### src/common/dfrs_pkg.sv
// Package of constants for the drive fault reaction selector.
`default_nettype none
package dfrs_pkg;
	// Register word indices; each register takes one aligned word.
	localparam logic [15:0] IDX_DEV_CODE    = 16'h3700;
	localparam logic [15:0] IDX_LIMIT_CODE  = 16'h3701;
	localparam logic [15:0] IDX_STATUS      = 16'h3702;
	localparam logic [15:0] IDX_IRQ_STAT    = 16'h3703;
	localparam logic [15:0] IDX_IRQ_MASK    = 16'h3704;
	localparam int          WORD_SHIFT      = 2;
	// Byte addresses on the APB slave are four times the index.
	localparam logic [15:0] ADDR_LIMIT_CODE = IDX_LIMIT_CODE << WORD_SHIFT;
	localparam logic [15:0] ADDR_DEV_CODE   = IDX_DEV_CODE << WORD_SHIFT;
	localparam logic [15:0] ADDR_STATUS     = IDX_STATUS << WORD_SHIFT;
	localparam logic [15:0] ADDR_IRQ_STAT   = IDX_IRQ_STAT << WORD_SHIFT;
	localparam logic [15:0] ADDR_IRQ_MASK   = IDX_IRQ_MASK << WORD_SHIFT;
	localparam logic [15:0] CODE_RESET      = 16'hFFFF;
	// Option codes as signed 16-bit values.
	localparam logic [15:0] CODE_DISCARD    = 16'hFFFE;
	localparam logic [15:0] CODE_NONE       = 16'hFFFF;
	localparam logic [15:0] CODE_OFF        = 16'h0000;
	localparam logic [15:0] CODE_SLOW_DIS   = 16'h0001;
	localparam logic [15:0] CODE_QUICK_DIS  = 16'h0002;
	localparam logic [15:0] CODE_SLOW_QSA   = 16'h0005;
	localparam logic [15:0] CODE_QUICK_QSA  = 16'h0006;
	localparam int          WARN_BIT        = 7;
	localparam int          IRQ_LIMIT       = 0;
	localparam int          IRQ_DEV         = 1;
	localparam int          IRQ_COUNT       = 2;
	// Stopping actions.
	typedef enum logic [1:0] {
		DFRS_STOP_NONE  = 2'b00,
		DFRS_STOP_OFF   = 2'b01,
		DFRS_STOP_SLOW  = 2'b10,
		DFRS_STOP_QUICK = 2'b11
	} dfrs_stop_t;
	// Target drive states after the stop.
	typedef enum logic [1:0] {
		DFRS_GOAL_KEEP = 2'b00,
		DFRS_GOAL_SOD  = 2'b01,
		DFRS_GOAL_QSA  = 2'b10
	} dfrs_goal_t;
endpackage : dfrs_pkg
`default_nettype wire

### src/hw/dfrs_top.sv
// Fault reaction selector with APB registers and interrupt.
//
// The APB register port was left to the implementer.
`default_nettype none
module dfrs_top
	import dfrs_pkg::*;
(
	// Clock and reset.
	input  wire logic                mclk,
	input  wire logic                nrst,
	// APB slave.
	input  wire logic                psel,
	input  wire logic                penable,
	input  wire logic                pwrite,
	input  wire logic [15:0]         paddr,
	input  wire logic [31:0]         pwdata,
	output logic      [31:0]         prdata,
	output logic                     pready,
	output logic                     pslverr,
	// Event inputs, one-cycle pulses.
	input  wire logic                limit_hit,
	input  wire logic [31:0]         limit_pos,
	input  wire logic                following_err,
	input  wire logic                slippage_err,
	// Reaction outputs towards the power stage.
	output logic                     react_valid,
	output dfrs_pkg::dfrs_stop_t     react_stop,
	output dfrs_pkg::dfrs_goal_t     react_goal,
	output logic                     react_use_qs_decel,
	output logic                     status_warning,
	output logic                     limit_pos_valid,
	output logic      [31:0]         limit_pos_rec,
	output logic                     irq
);
	import dfrs_pkg::*;

	logic [15:0] limit_code;
	logic [15:0] dev_code;
	logic [IRQ_COUNT-1:0] irq_stat;
	logic [IRQ_COUNT-1:0] irq_mask;
	logic [IRQ_COUNT-1:0] irq_event;
	logic [IRQ_COUNT-1:0] irq_clear;
	logic        dev_hit;
	logic        setup;
	logic        wr_en;
	logic        rd_en;
	logic        wr_take;
	logic        warn_clr;
	logic        sel_limit;
	logic        sel_dev;
	logic        sel_status;
	logic        sel_irq_stat;
	logic        sel_irq_mask;
	logic        addr_hit;
	logic [31:0] next_rdata;
	// Decoded reaction of each source, ready before the event comes.
	dfrs_stop_t  lim_stop;
	dfrs_goal_t  lim_goal;
	logic        lim_qs;
	dfrs_stop_t  dev_stop;
	dfrs_goal_t  dev_goal;
	logic        dev_qs;
	dfrs_stop_t  next_stop;
	dfrs_goal_t  next_goal;
	logic        next_qs;
	logic        next_valid;

	// Event sources; following and slippage share one option code.
	assign dev_hit = following_err | slippage_err;

	// Bus phases: setup prepares the answer, access commits writes.
	assign setup   = psel & ~penable;
	assign wr_en   = psel & penable & pwrite;
	assign rd_en   = setup & ~pwrite;
	assign wr_take = wr_en & pready;

	// Address decode, one select per register word.
	assign sel_limit    = paddr == ADDR_LIMIT_CODE;
	assign sel_dev      = paddr == ADDR_DEV_CODE;
	assign sel_status   = paddr == ADDR_STATUS;
	assign sel_irq_stat = paddr == ADDR_IRQ_STAT;
	assign sel_irq_mask = paddr == ADDR_IRQ_MASK;
	assign addr_hit     = sel_limit | sel_dev | sel_status | sel_irq_stat |
		sel_irq_mask;

	// Status warning is write-one-to-clear in the access cycle.
	assign warn_clr = wr_take & sel_status & pwdata[WARN_BIT];

	// Interrupt sources in the bit order of the interrupt status register.
	always_comb begin
		irq_event            = '0;
		irq_event[IRQ_LIMIT] = limit_hit;
		irq_event[IRQ_DEV]   = dev_hit;
	end

	// Write-one-to-clear strobes for the interrupt status.
	assign irq_clear = (wr_take & sel_irq_stat) ?
		pwdata[IRQ_COUNT-1:0] : '0;

	// Single-cycle access: pready is always high in the access phase.
	always_ff @(posedge mclk) begin
		if (!nrst) begin
			pready  <= 1'b0;
			pslverr <= 1'b0;
		end else begin
			pready  <= setup;
			// Unmapped words answer with an error and have no effect.
			pslverr <= setup & ~addr_hit;
		end
	end

	// limit code register
	// Any 16-bit value is taken; unknown codes are decoded as no stop.
	always_ff @(posedge mclk) begin
		if (!nrst)
			limit_code <= CODE_RESET;
		else if (wr_take && sel_limit)
			limit_code <= pwdata[15:0];
	end

	always_ff @(posedge mclk) begin
		if (!nrst)
			dev_code <= CODE_RESET;
		else if (wr_take && sel_dev)
			dev_code <= pwdata[15:0];
	end

	// Mask register, same bit layout as the interrupt status.
	always_ff @(posedge mclk) begin
		if (!nrst)
			irq_mask <= '0;
		else if (wr_take && sel_irq_mask)
			irq_mask <= pwdata[IRQ_COUNT-1:0];
	end

	// Read data is latched in setup so that it stands in the access cycle.
	// Unmapped words read as zero.
	always_comb begin
		next_rdata = 32'h00000000;
		if (sel_limit)
			next_rdata[15:0] = limit_code;
		if (sel_dev)
			next_rdata[15:0] = dev_code;
		if (sel_status)
			next_rdata[WARN_BIT] = status_warning;
		if (sel_irq_stat)
			next_rdata[IRQ_COUNT-1:0] = irq_stat;
		if (sel_irq_mask)
			next_rdata[IRQ_COUNT-1:0] = irq_mask;
	end

	always_ff @(posedge mclk) begin
		if (!nrst)
			prdata <= 32'h00000000;
		else if (rd_en)
			prdata <= next_rdata;
	end

	always_ff @(posedge mclk) begin
		if (!nrst)
			status_warning <= 1'b0;
		else if (limit_hit)
			status_warning <= 1'b1;
		else if (warn_clr && pready)
			status_warning <= 1'b0;
	end

	// Sticky interrupt flags, one per source.
	// A flag cleared in the cycle of a new event stays set: set wins.
	genvar g;
	generate
		for (g = 0; g < IRQ_COUNT; g++) begin : g_irq
			always_ff @(posedge mclk) begin
				if (!nrst)
					irq_stat[g] <= 1'b0;
				else if (irq_event[g])
					irq_stat[g] <= 1'b1;
				else if (irq_clear[g])
					irq_stat[g] <= 1'b0;
			end
		end
	endgenerate

	// The line lags the flags by one cycle so it comes from a flip-flop.
	always_ff @(posedge mclk) begin
		if (!nrst)
			irq <= 1'b0;
		else
			irq <= |(irq_stat & irq_mask);
	end

	// sample code now
	// Codes are decoded every cycle; only the event cycle uses the result.
	always_comb begin
		lim_stop = DFRS_STOP_NONE;
		lim_goal = DFRS_GOAL_KEEP;
		lim_qs   = 1'b0;
		case (limit_code)
			CODE_DISCARD: begin
				lim_stop = DFRS_STOP_NONE;
			end
			CODE_NONE: begin
				lim_stop = DFRS_STOP_NONE;
			end
			CODE_OFF: begin
				lim_stop = DFRS_STOP_OFF;
				lim_goal = DFRS_GOAL_SOD;
			end
			CODE_SLOW_DIS: begin
				lim_stop = DFRS_STOP_SLOW;
				lim_goal = DFRS_GOAL_SOD;
			end
			CODE_QUICK_DIS: begin
				lim_stop = DFRS_STOP_QUICK;
				lim_goal = DFRS_GOAL_SOD;
				lim_qs   = 1'b1;
			end
			CODE_SLOW_QSA: begin
				lim_stop = DFRS_STOP_SLOW;
				lim_goal = DFRS_GOAL_QSA;
			end
			CODE_QUICK_QSA: begin
				lim_stop = DFRS_STOP_QUICK;
				lim_goal = DFRS_GOAL_QSA;
				lim_qs   = 1'b1;
			end
			default: begin
				lim_stop = DFRS_STOP_NONE;
			end
		endcase
	end

	// Codes 5 and 6 mean nothing for a deviation error.
	// They fall to the default branch and give no stop.
	always_comb begin
		dev_stop = DFRS_STOP_NONE;
		dev_goal = DFRS_GOAL_KEEP;
		dev_qs   = 1'b0;
		case (dev_code)
			CODE_NONE: begin
				dev_stop = DFRS_STOP_NONE;
			end
			CODE_OFF: begin
				dev_stop = DFRS_STOP_OFF;
				dev_goal = DFRS_GOAL_SOD;
			end
			CODE_SLOW_DIS: begin
				dev_stop = DFRS_STOP_SLOW;
			end
			CODE_QUICK_DIS: begin
				dev_stop = DFRS_STOP_QUICK;
				dev_qs   = 1'b1;
			end
			default: begin
				dev_stop = DFRS_STOP_NONE;
			end
		endcase
	end

	// Limit switch has priority: it also protects the mechanics.
	// A deviation error in the same cycle is therefore not answered.
	always_comb begin
		next_valid = limit_hit | dev_hit;
		next_stop  = DFRS_STOP_NONE;
		next_goal  = DFRS_GOAL_KEEP;
		next_qs    = 1'b0;
		if (limit_hit) begin
			next_stop = lim_stop;
			next_goal = lim_goal;
			next_qs   = lim_qs;
		end else if (dev_hit) begin
			next_stop = dev_stop;
			next_goal = dev_goal;
			next_qs   = dev_qs;
		end
	end

	// The reaction pulse stands one cycle; the power stage must latch it.
	always_ff @(posedge mclk) begin
		if (!nrst)
			react_valid <= 1'b0;
		else
			react_valid <= next_valid;
	end

	// Reaction fields stand only in the cycle of the pulse.
	always_ff @(posedge mclk) begin
		if (!nrst) begin
			react_stop         <= DFRS_STOP_NONE;
			react_goal         <= DFRS_GOAL_KEEP;
			react_use_qs_decel <= 1'b0;
		end else begin
			react_stop         <= next_stop;
			react_goal         <= next_goal;
			react_use_qs_decel <= next_qs;
		end
	end

	// position record
	// The record is kept until the next limit switch event.
	always_ff @(posedge mclk) begin
		if (!nrst)
			limit_pos_valid <= 1'b0;
		else if (limit_hit)
			limit_pos_valid <= limit_code != CODE_DISCARD;
	end

	always_ff @(posedge mclk) begin
		if (!nrst)
			limit_pos_rec <= 32'h00000000;
		else if (limit_hit && limit_code != CODE_DISCARD)
			limit_pos_rec <= limit_pos;
		else if (limit_hit)
			limit_pos_rec <= 32'h00000000;
	end
endmodule : dfrs_top
`default_nettype wire

### config.mk
export PLATFORM = sky130hd
export DESIGN_NAME = dfrs_top
export DESIGN_NICKNAME = d
export VERILOG_FILES = /design/src/common/dfrs_pkg.sv /design/src/hw/dfrs_top.sv
export SDC_FILE = /design/constraint.sdc
export NUM_CORES = 1
export LEC_CHECK = 0
export BUFFER_PORTS_ARGS = -buffer_cell sky130_fd_sc_hd__buf_4
export CAP_MARGIN = 20
export CELL_PAD_IN_SITES_DETAIL_PLACEMENT = 0
export CELL_PAD_IN_SITES_GLOBAL_PLACEMENT = 2
export CORE_UTILIZATION = 28
export CTS_BUF_LIST = sky130_fd_sc_hd__clkbuf_16
export DETAILED_ROUTE_END_ITERATION = 10
export GPL_ROUTABILITY_DRIVEN = 0
export GPL_TIMING_DRIVEN = 0
export PLACE_DENSITY_LB_ADDON = 0.1
export SETUP_SLACK_MARGIN = 0.02
export SLEW_MARGIN = 20
export SYNTH_ARGS = -nofsm -noshare
export SYNTH_HDL_FRONTEND = slang
export SYNTH_SLANG_ARGS = --single-unit
### constraint.sdc
create_clock -name mclk -period 2.6 [get_ports mclk]
set_clock_uncertainty 0.05 [all_clocks]
set_input_delay 0.13 -clock mclk [delete_from_list [all_inputs] [get_ports mclk]]
set_output_delay 0.13 -clock mclk [all_outputs]
set_load 0.02 [all_outputs]
==> impl_metrics.toml <==
[status]
status = "finished, violations left"
violations = "DRC"

[power_and_ir_drop]
p_leak_uw = 0.00272
clkPwrFrac_pct = 39.7
power.density_nw_per_um2 = 529
p_seq_share_pct = 46.5
combPwrFrac_pct = 13.8
p_int_uw = 2440
max-vdd-ir-drop_mv = 0.313
p_sw_share_pct = 24.8
p_switching_uw = 806
total_power_uw = 3250

[setup_path]
arrival_ns = 2.43
cp_slowest_cell = "clkbuf_1"
crit_path_end_kind = "flop"
cp_common_cell = "clkbuf_1"
cp_cell_sequence = "dlygate4sd3_1, buf_4, and4_1, clkbuf_1, clkbuf_1, nand3_1, o21ai_0, a21oi_1"
required_ns = 2.76
critPathMaxFanout = 10
startpoint = "penable"
reg2reg_depth = 6
endpoint = "irq_mask[1]$_SDFFE_PN0P_"
r2r_end = "irq_mask[1]$_SDFFE_PN0P_"
max_stage_delay_ns = 0.53
worst-path-stages = 8
r2r_setup_slack_ns = 0.40
reg2reg_from = "pready$_SDFF_PN0_"
cp-start-kind = "input pin"
crit_type = "input pin to flop"
cp_top_family = "buffers and inverters"
cp.buffers_inverters = 4

[timing]
rsz0062_at_grt = "false"
tns_ns = 0
setup_viol_count_final = 0
slew_headroom_pct = 32.6
drv_slew = 0
period_minus_slack_ns = 2.27
hold_viol = 0
fmax_mhz = 440
tightest_slew_ns = 1.00
layout_worst_path_cycle_share_pct = 87.4

[layout]
seq_area_sq_um = 1900
n_antenna_cell = 0
drive_gt1_share_pct = 24.2
fillerInstances = 1540
mostFrequentLayoutCell = "buf_4"
syn_to_final_growth_pct = 43.7
multiInputGateArea_sq_um = 2010
most-common-layout-cells = "buf_4 (144), dfxtp_1 (95), o21ai_0 (39), clkbuf_1 (37), nor2_1 (37)"
fin_nets = 767

[clock_network]
clk_latency_ns = 0.35
cts.repair.resized = 0
clk_pin_slew_ns = 0.07
clk_path_buf_depth = 2
clockRootBuffer = "clkbuf_16"
cts_buffers = 9
cts_sinks = 95
cts_tree = "built"
htree_levels = 3

[route]
ant_nets = 0
route.detailed.drc = 9
routed_wl_mm = 14.8
routedWlPerCell_um = 17.1
firstDrtPassIters = 9
vias_per_cell = 4.96
drtIter0Drc = 295
vias = 4303

[synthesis]
yosys.area.top_type = "dfxtp_1"
muxShareOfSynthArea_pct = 3.75
synth-main-ff-cell = "dfxtp_1"
synth_top_family_by_area = "compound AO/OA/AOI/OAI gates"
postSynthCellCount = 491
synth_edf_count = 0
synthAdderAreaFrac_pct = 0
synth_xor_xnor_area_share_pct = 0.410
synthesis.area_sq_um = 4280
avgSynthCellArea_sq_um = 8.71
yosys.area_share.simple_pct = 19.8
async_reset_ff_share_pct = 0
synth_top_cell_area_share_pct = 44.5
synth_seq_cells = 95
synth_cell_type_count = 46
synth-compound-area-share_pct = 21.6
synth_area_leaders = "dfxtp_1 (44%), o31a_1 (6.1%), a22oi_1 (5.8%)"
yosysWarnings = 0
ys_seq_area_share_pct = 44.5

[placed_design]
io_buffers = 128
dpl.hpwl_mm = 11.0

[floorplanning]
coreArea_sq_um = 14700
pin_count = 163
initial_core_util_pct = 29.1
dieHeight_um = 126
die_area_sq_um = 15800
num_rows = 44
die_w_um = 126

[grt]
antenna_found_initial = 0
grt_pass1_wl_mm = 23.2
track_usage_pct = 19.3
grt_pass1_vias = 4301
grt_max_degree = 15
grt_overflow_total = 0

[flow_run]
cap_viol_max_count = 0

[hold_path]
hold_class = "input pin to flop"
min_from = "limit_pos[18]"
[state kept, by name, indices dropped and copies added, names as in the netlist]
signal and flops:
react_use_qs_decel 1, pslverr 1, react_valid 1, dev_code 16
react_goal 2, status_warning 1, prdata 16, limit_code 16
irq 1, limit_pos_valid 1, pready 1, irq_mask 2
limit_pos_rec 32, react_stop 2, irq_stat 2
[power by group through the flow]
stage	registers (uW)	clock network, uW	logic [uW]
after global routing	1510	1380	483
after floorplan	1580	0	173
final	1510	1290	446
after detailed placement	1540	0	405
after global placement	1540	0	401
after CTS	1510	1330	447
[stage by stage]
step | hold WS (ns) | utilization [%] | worst slack, ns | area, sq um | std cells
after CTS | 0.000582 | 41.8 | 0.354 | 6140 | 867
after global placement | 0.282 | 37.6 | 0.173 | 5520 | 818
final | 0.0123 | 41.8 | 0.328 | 6140 | 867
after floorplan | 0.168 | - | 0.734 | 4330 | 506
after global routing | 0.0218 | 41.8 | 0.174 | 6140 | 867
after detailed placement | 0.288 | 37.6 | 0.118 | 5520 | 818
[tightest hold or removal path, cell delays in order]
cell and delay, ns:
buf_4 0.08, a22oi_1 0.05, nor2_1 0.11
[how the worst min path moves through the flow]
stage	to	cells after the start	slack, ns
after floorplan	pready$_SDFF_PN0_	1	0.17
after global placement	pready$_SDFF_PN0_	2	0.28
after detailed placement	pready$_SDFF_PN0_	2	0.29
after CTS	limit_pos_rec[18]$_SDFFE_PN0P_	3	0.0006
after global routing	limit_pos_rec[18]$_SDFFE_PN0P_	3	0.02
final	limit_pos_rec[18]$_SDFFE_PN0P_	3	0.01
[layout make-up]
type	count	area share (%)
timing repair buffer	162	21.2
clock buffer	9	3.67
clock inverter	6	0.876
buffer	59	4.89
sequential	95	31.0
inverter	32	1.96
multi-input combinational	320	32.7
tap	184	3.75
[per-layer routing]
metal	up-vias	share of wire, %	global-route usage [%]	wire [um]
li1	2125	-	-	-
met1	2033	46	24.7	6830
met3	16	5.0	4.71	747
met2	129	47	31.9	7000
met5	-	0	0	0
met4	0	1.7	5.74	248
[repair_timing]
action	CTS	global route
buffers inserted	0	0
hold buffers	34	0
endpoints found under the hold margin	34	0
setup endpoints to repair	0	0
[cell usage after synthesis (3+ instances only)]
cell      number
a21oi_1       24
a22oi_1       33
a31oi_1        5
buf_4         16
clkbuf_1      37
dfxtp_1       95
inv_1         30
mux2i_1       16
nand2_1       16
nand3_1       22
nand3b_1      17
nand4_1        6
nand4b_1       3
nor2_1        37
nor3_1         3
nor4_1         7
o21ai_0       39
o31a_1        30
o31ai_1        3
or3_1          4
or4_1         16
[kinds of logic (layout without fill, tap and decap cells)]
kind of cell | Yosys count | after routing
simple gates | 147 | 147
compound gates | 139 | 139
mux | 16 | 16
xor+xnor | 2 | 2
other cells | 1 | 16
buf+inv | 91 | 268
flops | 95 | 95
Power figures use the tool's default switching activity.
